--- src/core/pmrf_map.vh ---
// pmrf_map.vh: register offsets, field positions, reset values and timing
// counts of the power monitor register file. definitions only.
`ifndef PMRF_MAP_VH
`define PMRF_MAP_VH

// ==========================================================================
// register locations (low three pointer bits only)
`define PMRF_LOC_CUR_HI 3'h0
`define PMRF_LOC_CUR_LO 3'h1
`define PMRF_LOC_SUP_HI 3'h2
`define PMRF_LOC_SUP_LO 3'h3
`define PMRF_LOC_AUX_HI 3'h4
`define PMRF_LOC_AUX_LO 3'h5
`define PMRF_LOC_CTRL 3'h6
`define PMRF_LOC_RSVD 3'h7
`define PMRF_PTR_ZERO 3'h0
`define PMRF_PTR_ONE 3'h1

// ==========================================================================
// control register fields
`define PMRF_CTRL_SNAP 7
`define PMRF_CTRL_SEL_HI 6
`define PMRF_CTRL_SEL_LO 5
`define PMRF_CTRL_TEST 4
`define PMRF_CTRL_PAGE 3
`define PMRF_CTRL_TMO 2
`define PMRF_CTRL_WMASK 8'hfc
`define PMRF_CTRL_RESET 8'h0c

// ==========================================================================
// low result byte fields and channel codes
`define PMRF_LO_BUSY 3
`define PMRF_LO_DATA_MASK 8'hf0
`define PMRF_ZERO_BYTE 8'h00
`define PMRF_ZERO_RESULT 12'h000
`define PMRF_CH_CUR 2'h0
`define PMRF_CH_SUP 2'h1
`define PMRF_CH_AUX 2'h2
`define PMRF_CH_NONE 2'h3

// ==========================================================================
// stuck-bus timeout: 33 ms at 250 MHz
`define PMRF_TMO_MS 33
`define PMRF_CLK_KHZ 250000
`define PMRF_TMO_CYCLES (`PMRF_TMO_MS * `PMRF_CLK_KHZ)

`endif

--- src/core/pmrf_bus_timer.v ---
// pmrf_bus_timer.v: stuck-bus timer for the serial interface.
// assumes scl/sda levels are synchronous to i_core_clk.
`timescale 1ns/1ns
`include "pmrf_map.vh"

module pmrf_bus_timer #(
   parameter TMO_CYCLES = `PMRF_TMO_CYCLES, // cycles of low before expiry
   parameter CNT_W = 24 // counter width, must hold TMO_CYCLES
) (
   // clock and reset
   input wire i_core_clk,
   input wire i_rst,
   // bus levels and enable
   input wire i_scl,
   input wire i_sda,
   input wire i_enable,
   // expiry pulse
   output reg o_expire
);

   reg [CNT_W-1:0] low_cnt_ff; // cycles either line has been low
   wire bus_low = ~i_scl | ~i_sda; // lows are or'ed
   wire [CNT_W-1:0] tmo_lim = TMO_CYCLES[CNT_W-1:0];

   // ========================================================================
   // counter: runs while low, clears when both high or disabled
   always @(posedge i_core_clk or posedge i_rst) begin
      if (i_rst) begin
         low_cnt_ff <= {CNT_W{1'b0}};
         o_expire <= 1'b0;
      end else if (!i_enable || !bus_low) begin
         low_cnt_ff <= {CNT_W{1'b0}};
         o_expire <= 1'b0;
      end else if (low_cnt_ff == tmo_lim) begin
         // one pulse, then hold: a bus stuck for good resets once
         low_cnt_ff <= low_cnt_ff + {{(CNT_W-1){1'b0}}, 1'b1};
         o_expire <= 1'b1;
      end else begin
         if (low_cnt_ff < tmo_lim)
            low_cnt_ff <= low_cnt_ff + {{(CNT_W-1){1'b0}}, 1'b1};
         o_expire <= 1'b0;
      end
   end

endmodule // pmrf_bus_timer

--- src/core/pmrf_conv_seq.v ---
// pmrf_conv_seq.v: sequences converter channel requests.
// assumes the converter answers each start with one done pulse.
`timescale 1ns/1ns
`include "pmrf_map.vh"

module pmrf_conv_seq (
   // clock and reset
   input wire i_core_clk,
   input wire i_rst,
   // mode from control register
   input wire i_snap,
   input wire [1:0] i_sel,
   input wire i_test,
   input wire i_snap_go,
   // converter handshake
   input wire i_conv_done,
   // sequencer outputs
   output reg o_start,
   output reg [1:0] o_chan,
   output reg o_busy
);

   localparam ST_IDLE = 2'b00; // halted
   localparam ST_CONV = 2'b01; // conversion in flight
   reg [1:0] state_ff;

   // ========================================================================
   // free run scans current, supply, aux; snapshot does one channel
   always @(posedge i_core_clk or posedge i_rst) begin
      if (i_rst) begin
         state_ff <= ST_IDLE;
         o_start <= 1'b0;
         o_chan <= `PMRF_CH_CUR;
         o_busy <= 1'b0;
      end else begin
         o_start <= 1'b0;
         case (state_ff)
            ST_IDLE: begin
               if (i_test) begin
                  o_busy <= 1'b0;
               end else if (i_snap_go && i_sel != `PMRF_CH_NONE) begin
                  o_chan <= i_sel;
                  o_start <= 1'b1;
                  o_busy <= 1'b1;
                  state_ff <= ST_CONV;
               end else if (!i_snap) begin
                  o_start <= 1'b1;
                  state_ff <= ST_CONV;
               end
            end
            ST_CONV: begin
               if (i_conv_done) begin
                  o_busy <= 1'b0;
                  state_ff <= ST_IDLE;
                  if (!i_snap)
                     o_chan <= (o_chan == `PMRF_CH_AUX) ? `PMRF_CH_CUR :
                               o_chan + 2'h1;
               end
            end
            default: state_ff <= ST_IDLE;
         endcase
      end
   end

endmodule // pmrf_conv_seq

--- src/core/pmrf_regfile.v ---
// pmrf_regfile.v: register file of the power monitor.
// How it works
// pointer uses only low three address bits
// result writes accepted only in test mode
// current result: high byte, upper low nibble
// supply result: same split, 25 mV counts
// aux result: same split, 500 uV counts
// low byte bit 3 shows snapshot busy
// reserved bits read zero, writes dropped
// snapshot converts selected channel, then halts
// snapshot clear means continuous scanning
// control bits 6:5 select channel, 00 current
// 01 supply, 10 aux, 11 unused
// test mode halts converter, resets clear
// page bit 3 enables auto-increment, resets one
// page disabled keeps pointer fixed
// timer enable bit 2, resets one
// low over 33 ms resets serial engine
// command byte loads pointer, data increments
// stop returns pointer to zero
// read acknowledge advances to next location
// assumes the serial engine gives one-cycle strobes synchronous to the clock.
`timescale 1ns/1ns
`include "pmrf_map.vh"

module pmrf_regfile #(
   parameter TMO_CYCLES = `PMRF_TMO_CYCLES, // stuck-bus timeout in cycles
   parameter RES_W = 12 // result width
) (
   // clock and reset
   input wire i_core_clk,
   input wire i_rst,
   // serial engine strobes
   input wire i_cmd_wr,
   input wire [7:0] i_cmd_byte,
   input wire i_data_wr,
   input wire [7:0] i_wr_data,
   input wire i_data_rd,
   input wire i_stop,
   // bus line levels for the stuck timer
   input wire i_scl,
   input wire i_sda,
   // converter side
   input wire i_conv_done,
   input wire [1:0] i_conv_chan,
   input wire [RES_W-1:0] i_conv_result,
   // read data and pointer
   output reg [7:0] o_rd_data,
   output reg [2:0] o_ptr,
   // serial engine reset
   output reg o_bus_reset,
   // converter control
   output reg o_conv_start,
   output reg [1:0] o_conv_chan,
   output reg o_conv_halt,
   // control bits
   output reg [7:0] o_ctrl
);

   // ========================================================================
   // storage
   reg [RES_W-1:0] res_ff [0:2]; // current, supply, aux results
   reg [2:0] busy_ff; // per channel snapshot busy
   reg [7:0] ctrl_ff;
   reg [2:0] ptr_ff;
   reg snap_go_ff; // request one snapshot
   reg [7:0] nxt_rd;
   wire seq_start;
   wire [1:0] seq_chan;
   wire seq_busy;
   wire tmo_expire;
   wire test_on = ctrl_ff[`PMRF_CTRL_TEST];
   wire page_on = ctrl_ff[`PMRF_CTRL_PAGE];
   wire [1:0] sel = {ctrl_ff[`PMRF_CTRL_SEL_HI], ctrl_ff[`PMRF_CTRL_SEL_LO]};

   // byte of a location: pairs of locations form a channel
   function [7:0] loc_byte;
      input [2:0] loc;
      input [RES_W-1:0] res;
      input busy;
      begin
         if (loc[0] == 1'b0)
            loc_byte = res[RES_W-1:4];
         else
            loc_byte = {res[3:0], busy, 3'b000};
      end
   endfunction

   // ========================================================================
   // sub blocks
   pmrf_conv_seq u_seq (
      .i_core_clk(i_core_clk),
      .i_rst(i_rst),
      .i_snap(ctrl_ff[`PMRF_CTRL_SNAP]),
      .i_sel(sel),
      .i_test(test_on),
      .i_snap_go(snap_go_ff),
      .i_conv_done(i_conv_done),
      .o_start(seq_start),
      .o_chan(seq_chan),
      .o_busy(seq_busy)
   );

   pmrf_bus_timer #(
      .TMO_CYCLES(TMO_CYCLES)
   ) u_tmr (
      .i_core_clk(i_core_clk),
      .i_rst(i_rst),
      .i_scl(i_scl),
      .i_sda(i_sda),
      .i_enable(ctrl_ff[`PMRF_CTRL_TMO]),
      .o_expire(tmo_expire)
   );

   // ========================================================================
   // address pointer
   always @(posedge i_core_clk or posedge i_rst) begin
      if (i_rst) begin
         ptr_ff <= `PMRF_PTR_ZERO;
      end else if (i_stop || tmo_expire) begin
         ptr_ff <= `PMRF_PTR_ZERO;
      end else if (i_cmd_wr) begin
         ptr_ff <= i_cmd_byte[2:0];
      end else if ((i_data_wr || i_data_rd) && page_on) begin
         ptr_ff <= ptr_ff + `PMRF_PTR_ONE;
      end
      // page off: pointer stays put R14
   end

   // ========================================================================
   // control register and snapshot trigger
   always @(posedge i_core_clk or posedge i_rst) begin
      if (i_rst) begin
         ctrl_ff <= `PMRF_CTRL_RESET;
         snap_go_ff <= 1'b0;
      end else begin
         if (i_data_wr && ptr_ff == `PMRF_LOC_CTRL) begin
            ctrl_ff <= i_wr_data & `PMRF_CTRL_WMASK;
            // writing with snapshot set starts one conversion
            snap_go_ff <= i_wr_data[`PMRF_CTRL_SNAP];
         end else if (seq_start && seq_busy) begin
            // request stays pending until the sequencer takes it, so a
            // write that lands mid free-run conversion is not lost
            snap_go_ff <= 1'b0;
         end
      end
   end

   // ========================================================================
   // results and busy flags; host write in test mode beats converter
   genvar g;
   generate
      for (g = 0; g < 3; g = g + 1) begin : g_chan
         always @(posedge i_core_clk or posedge i_rst) begin
            if (i_rst) begin
               res_ff[g] <= `PMRF_ZERO_RESULT;
               busy_ff[g] <= 1'b0;
            end else begin
               if (test_on && i_data_wr && ptr_ff[2:1] == g) begin
                  if (ptr_ff[0] == 1'b0)
                     res_ff[g][RES_W-1:4] <= i_wr_data;
                  else
                     res_ff[g][3:0] <= i_wr_data[7:4];
               end else if (i_conv_done && !test_on &&
                            i_conv_chan == g) begin
                  res_ff[g] <= i_conv_result;
               end
               // busy tracks the sequencer's snapshot channel
               if (seq_start && seq_busy == 1'b0 && seq_chan == g &&
                   ctrl_ff[`PMRF_CTRL_SNAP])
                  busy_ff[g] <= 1'b1;
               else if (snap_go_ff && sel == g)
                  busy_ff[g] <= 1'b1;
               else if (i_conv_done && i_conv_chan == g)
                  busy_ff[g] <= 1'b0;
               else if (test_on)
                  busy_ff[g] <= 1'b0;
            end
         end
      end
   endgenerate

   // ========================================================================
   // read mux
   always @* begin
      case (ptr_ff)
         `PMRF_LOC_CUR_HI, `PMRF_LOC_CUR_LO:
            nxt_rd = loc_byte(ptr_ff, res_ff[0], busy_ff[0]);
         `PMRF_LOC_SUP_HI, `PMRF_LOC_SUP_LO:
            nxt_rd = loc_byte(ptr_ff, res_ff[1], busy_ff[1]);
         `PMRF_LOC_AUX_HI, `PMRF_LOC_AUX_LO:
            nxt_rd = loc_byte(ptr_ff, res_ff[2], busy_ff[2]);
         `PMRF_LOC_CTRL: nxt_rd = ctrl_ff;
         default: nxt_rd = `PMRF_ZERO_BYTE; // reserved location
      endcase
   end

   // ========================================================================
   // registered outputs
   always @(posedge i_core_clk or posedge i_rst) begin
      if (i_rst) begin
         o_rd_data <= `PMRF_ZERO_BYTE;
         o_ptr <= `PMRF_PTR_ZERO;
         o_bus_reset <= 1'b0;
         o_conv_start <= 1'b0;
         o_conv_chan <= `PMRF_CH_CUR;
         o_conv_halt <= 1'b0;
         o_ctrl <= `PMRF_CTRL_RESET;
      end else begin
         o_rd_data <= nxt_rd;
         o_ptr <= ptr_ff;
         o_bus_reset <= tmo_expire;
         o_conv_start <= seq_start & ~test_on;
         o_conv_chan <= seq_chan;
         // halt in test mode, or in snapshot mode when idle
         o_conv_halt <= test_on | (ctrl_ff[`PMRF_CTRL_SNAP] & ~seq_busy);
         o_ctrl <= ctrl_ff;
      end
   end

endmodule // pmrf_regfile

--- config.mk ---
export PLATFORM = sky130hd
export DESIGN_NAME = pmrf_regfile
export DESIGN_NICKNAME = d
export VERILOG_FILES = /design/src/core/pmrf_bus_timer.v /design/src/core/pmrf_conv_seq.v /design/src/core/pmrf_regfile.v
export VERILOG_INCLUDE_DIRS = /design/src /design/src/core
export SDC_FILE = /design/constraint.sdc
export NUM_CORES = 1
export LEC_CHECK = 0
export BUFFER_PORTS_ARGS = -buffer_cell sky130_fd_sc_hd__buf_2
export CORE_ASPECT_RATIO = 0.9
export CORE_MARGIN = 2
export CORE_UTILIZATION = 25
export CTS_CLUSTER_DIAMETER = 150
export CTS_CLUSTER_SIZE = 12
export DETAILED_ROUTE_END_ITERATION = 6
export GPL_ROUTABILITY_DRIVEN = 0
export PLACE_DENSITY = 0.51
export SLEW_MARGIN = 10
export SYNTH_ARGS = -nofsm -noshare
export SYNTH_HDL_FRONTEND = slang
export SYNTH_SLANG_ARGS = --single-unit
--- constraint.sdc ---
create_clock -name i_core_clk -period 10 [get_ports i_core_clk]
set_input_delay 2 -clock i_core_clk [delete_from_list [all_inputs] [get_ports i_core_clk]]
set_output_delay 2 -clock i_core_clk [all_outputs]
set_load 0.005 [all_outputs]
==> flow_summary.toml <==
[detailed_routing]
vias = 3854
ant_nets = 0
firstDrtPassIters = 5
viasPerCell = 4.78
finalWirelength_um = 12700
wl_per_cell_um = 15.7
drt_iter0_markers = 217
drc = 0

[critical_path]
cp.arrival_ns = 4.04
critPathCaptureType = "flip-flop"
r2r-end = "res_ff[4]"
r2r_setup_slack_ns = 7.05
critPathRequiredTime_ns = 10.18
cp_slowest_cell = "o32ai_2"
cp-startpoint = "i_data_wr"
crit_path_cell_trace = "buf_2, nand2_1, nor2_1, nand2_1, o32ai_2, a31oi_1"
crit_path_start_kind = "input port"
r2r_start = "ptr_ff[2]"
crit_path_frequent_cell = "nand2_1"
crit_fanout = 16
slowest_delay_ns = 0.74
ff2ff_path_depth = 6
path_class = "input port to flip-flop"

[grt]
grt_pass1_wl_um = 20300
grt_remaining_overflow = 0
grt_usage_pct = 13.0
grt_max_degree = 76
grt_antenna_before_repair = 0
first_global_vias = 3880

[logic_synthesis]
synth_area_leaders = "dfrtp_1 (50%), a21oi_1 (5.5%), nand2_1 (5.2%)"
synth_top_area_share_pct = 50.2
synth_cell_type_count = 49
syn_inst = 501
synth_top_flop_cell = "dfrtp_1"
ys_seq_area_share_pct = 52.3
ys_warn_count = 0
synthesis.area_sq_mm = 0.00484
synth_seq_cells = 101
syn_area_per_cell_sq_um = 9.66
synth_edf_count = 0
yosysTopAreaCell = "dfrtp_1"
synthArstFlopShare_pct = 100

[placed_design]
placed_cells = 791
hpwl_um = 8820
placement.io_buffers = 55
dp_slack_ns = 5.79

[power_and_ir_drop]
p_sw_w = 0.000328
p_sw_share_pct = 30.2
pwr-share-seq_pct = 50.0
powerDensity_mw_per_mm2 = 191
p_leak_nw = 2.45
p_int_w = 0.000756
p_comb_share_pct = 18.7
clkPwrFrac_pct = 31.3
vdd_ir_drop_max_mv = 0.0793

[clock_network]
root_buffer = "clkbuf_16"
clock_latency_ns = 0.36
cts_resized = 0
cts_setup_buffers = 0
h-tree-depth = 3
cts_tree = "yes"
clockBufferDepth = 2
postCtsHoldBufs = 0
cts_sinks = 101
cts_inserted_buffers = 9
clk_pin_slew_ns = 0.07

[sta]
tightest_slew_ns = 1.09
max_clock_freq_mhz = 259
fin_ws_ns = 6.14
report.final.setup_viol = 0
drv_slew = 0
final.period_utilization_pct = 38.6
slew_headroom_pct = 27.4
hold_violations = 0
fin_setup_tns_ns = 0
rsz0062_at_grt = "no"
finClkSkew_ns = 0.00734
finalCriticalPeriod_ns = 3.86

[final_layout]
nNetsFinal = 595
num_antenna_cells = 0
finish.utilization_pct = 29.7
drive_gt1_share_pct = 18.5
area_delta_synth_final_pct = 17.4
nFillCells = 2041
fin_cells = 807

[run]
drv_cap = 0

[worst_hold_path]
hold_start = "ctrl_ff[3]"
min_to = "o_ctrl[3]"
hp-class = "flip-flop to flip-flop"
hold_depth = 0

[run_status]
status = "complete, no violations"

[die]
die_w_um = 151
die_area_sq_mm = 0.0205
initial_utilization_pct = 25.3
core_sq_mm = 0.0191
rows = 48
die_h_um = 136
pin_count = 63
[worst max-delay path by stage]
stage                     cells past startpoint    endpoint  slack, ns
after floorplan                               1  busy_ff[0]       5.36
after CTS                                     6  res_ff[17]       6.18
final                                         6  res_ff[17]       6.14
after global routing                          6  res_ff[17]       6.03
after detailed placement                      6  res_ff[17]       5.79
after global placement                        6  res_ff[17]       5.83
[layout make-up]
cell class	instances	area [sq um]	area share [%]
Inverter	9	36.3	0.639
Multi-Input combinational cell	369	2190	38.5
Timing Repair Buffer	62	328	5.77
Clock inverter	6	45.0	0.793
Tap cell	250	313	5.51
Sequential cell	101	2530	44.6
Clock buffer	10	239	4.21
[flip-flops by register name (all words and copies together) (netlist names), 2 cells and up]
name and cells:
u_tmr.low_cnt_ff 24, o_ptr 3, u_seq.o_chan 2, res_ff 36, busy_ff 3, o_conv_chan 2
o_rd_data 8, ctrl_ff 6, o_ctrl 6, ptr_ff 3
[cell families (layout without fill, tap and decap cells)]
logic type	Yosys count	in the layout	synth area share (%)
and+or+nand+nor	206	206	20.4
other	1	2	0.0775
xor gates and xnor gates	15	15	2.72
muxes	24	24	6.08
DFF	101	101	52.3
AOI/OAI and AO/OA	118	118	14.7
buffers and inverters	32	87	2.69
adders and majority gates	4	4	1.03
[critical path, delay by kind of cell]
family / cells / cell delay (ns)
buffers and inverters: 1 / 0.15
AND/OR/NAND/NOR: 3 / 0.98
AO/OA/AOI/OAI: 2 / 0.91
[cell usage in the layout, fill, tap and decap left out, types with 3 or more instances in the layout]
master      instances
and2_1             13
and3_1             13
buf_4               7
buf_2              55
xnor2_1             3
nand2_1            67
dfrtp_1            97
nand3b_1            3
o21ai_0            21
o31ai_1             8
ha_1                4
nand3_1            16
a31oi_1            15
or4_1               4
nor2b_1             5
nor3_1             11
nand4_1            11
dfstp_2             4
or3_1               4
nor2_1             51
mux2i_1             8
xor2_1             12
mux4_2              3
clkbuf_16           9
o211ai_1            3
clkinvlp_4          3
a21oi_1            53
inv_1               8
mux2_2             13
[synthesized netlist by cell type (3+ instances only)]
cell type	count
mux2_2	13
and2_1	13
nor2_1	51
dfrtp_1	97
a21oi_1	53
o211ai_1	3
or4_1	4
mux4_2	3
nand2_1	67
nand4_1	11
a31oi_1	15
ha_1	4
nor3_1	11
or3_1	4
xor2_1	12
nor2b_1	5
inv_1	9
o21ai_0	21
nand3b_1	3
nand3_1	16
o31ai_1	8
and3_1	13
dfstp_2	4
clkbuf_1	18
xnor2_1	3
mux2i_1	8
[metal layers]
layer / GRT usage (%) / wire (um) / vias up
li1: - / - / 1873
met1: 16.5 / 5980 / 1868
met2: 21.1 / 5880 / 96
met3: 2.85 / 573 / 17
met4: 6.02 / 265 / 0
met5: 0 / 0 / -
[power groups by stage]
| stage | Combinational [W] | Clock, W | Sequential [W] |
|---|---|---|---|
| finish | 0.000203 | 0.000339 | 0.000542 |
| global route | 0.000231 | 0.000366 | 0.000553 |
| CTS | 0.000207 | 0.000350 | 0.000542 |
| detailed placement | 0.000206 | 0 | 0.000550 |
| global placement | 0.000201 | 0 | 0.000546 |
| floorplan | 0.000134 | 0 | 0.000535 |
[through the flow]
step	total power, W	area [sq um]	hold WS [ns]
2_1_floorplan	0.000668	4840	0.365
3_3_place_gp	0.000747	5400	0.392
3_5_place_dp	0.000755	5400	0.388
4_1_cts	0.00110	5680	0.397
5_1_grt	0.00115	5680	0.403
6_report	0.00108	5680	0.388
(Power assumes the default switching activity.)
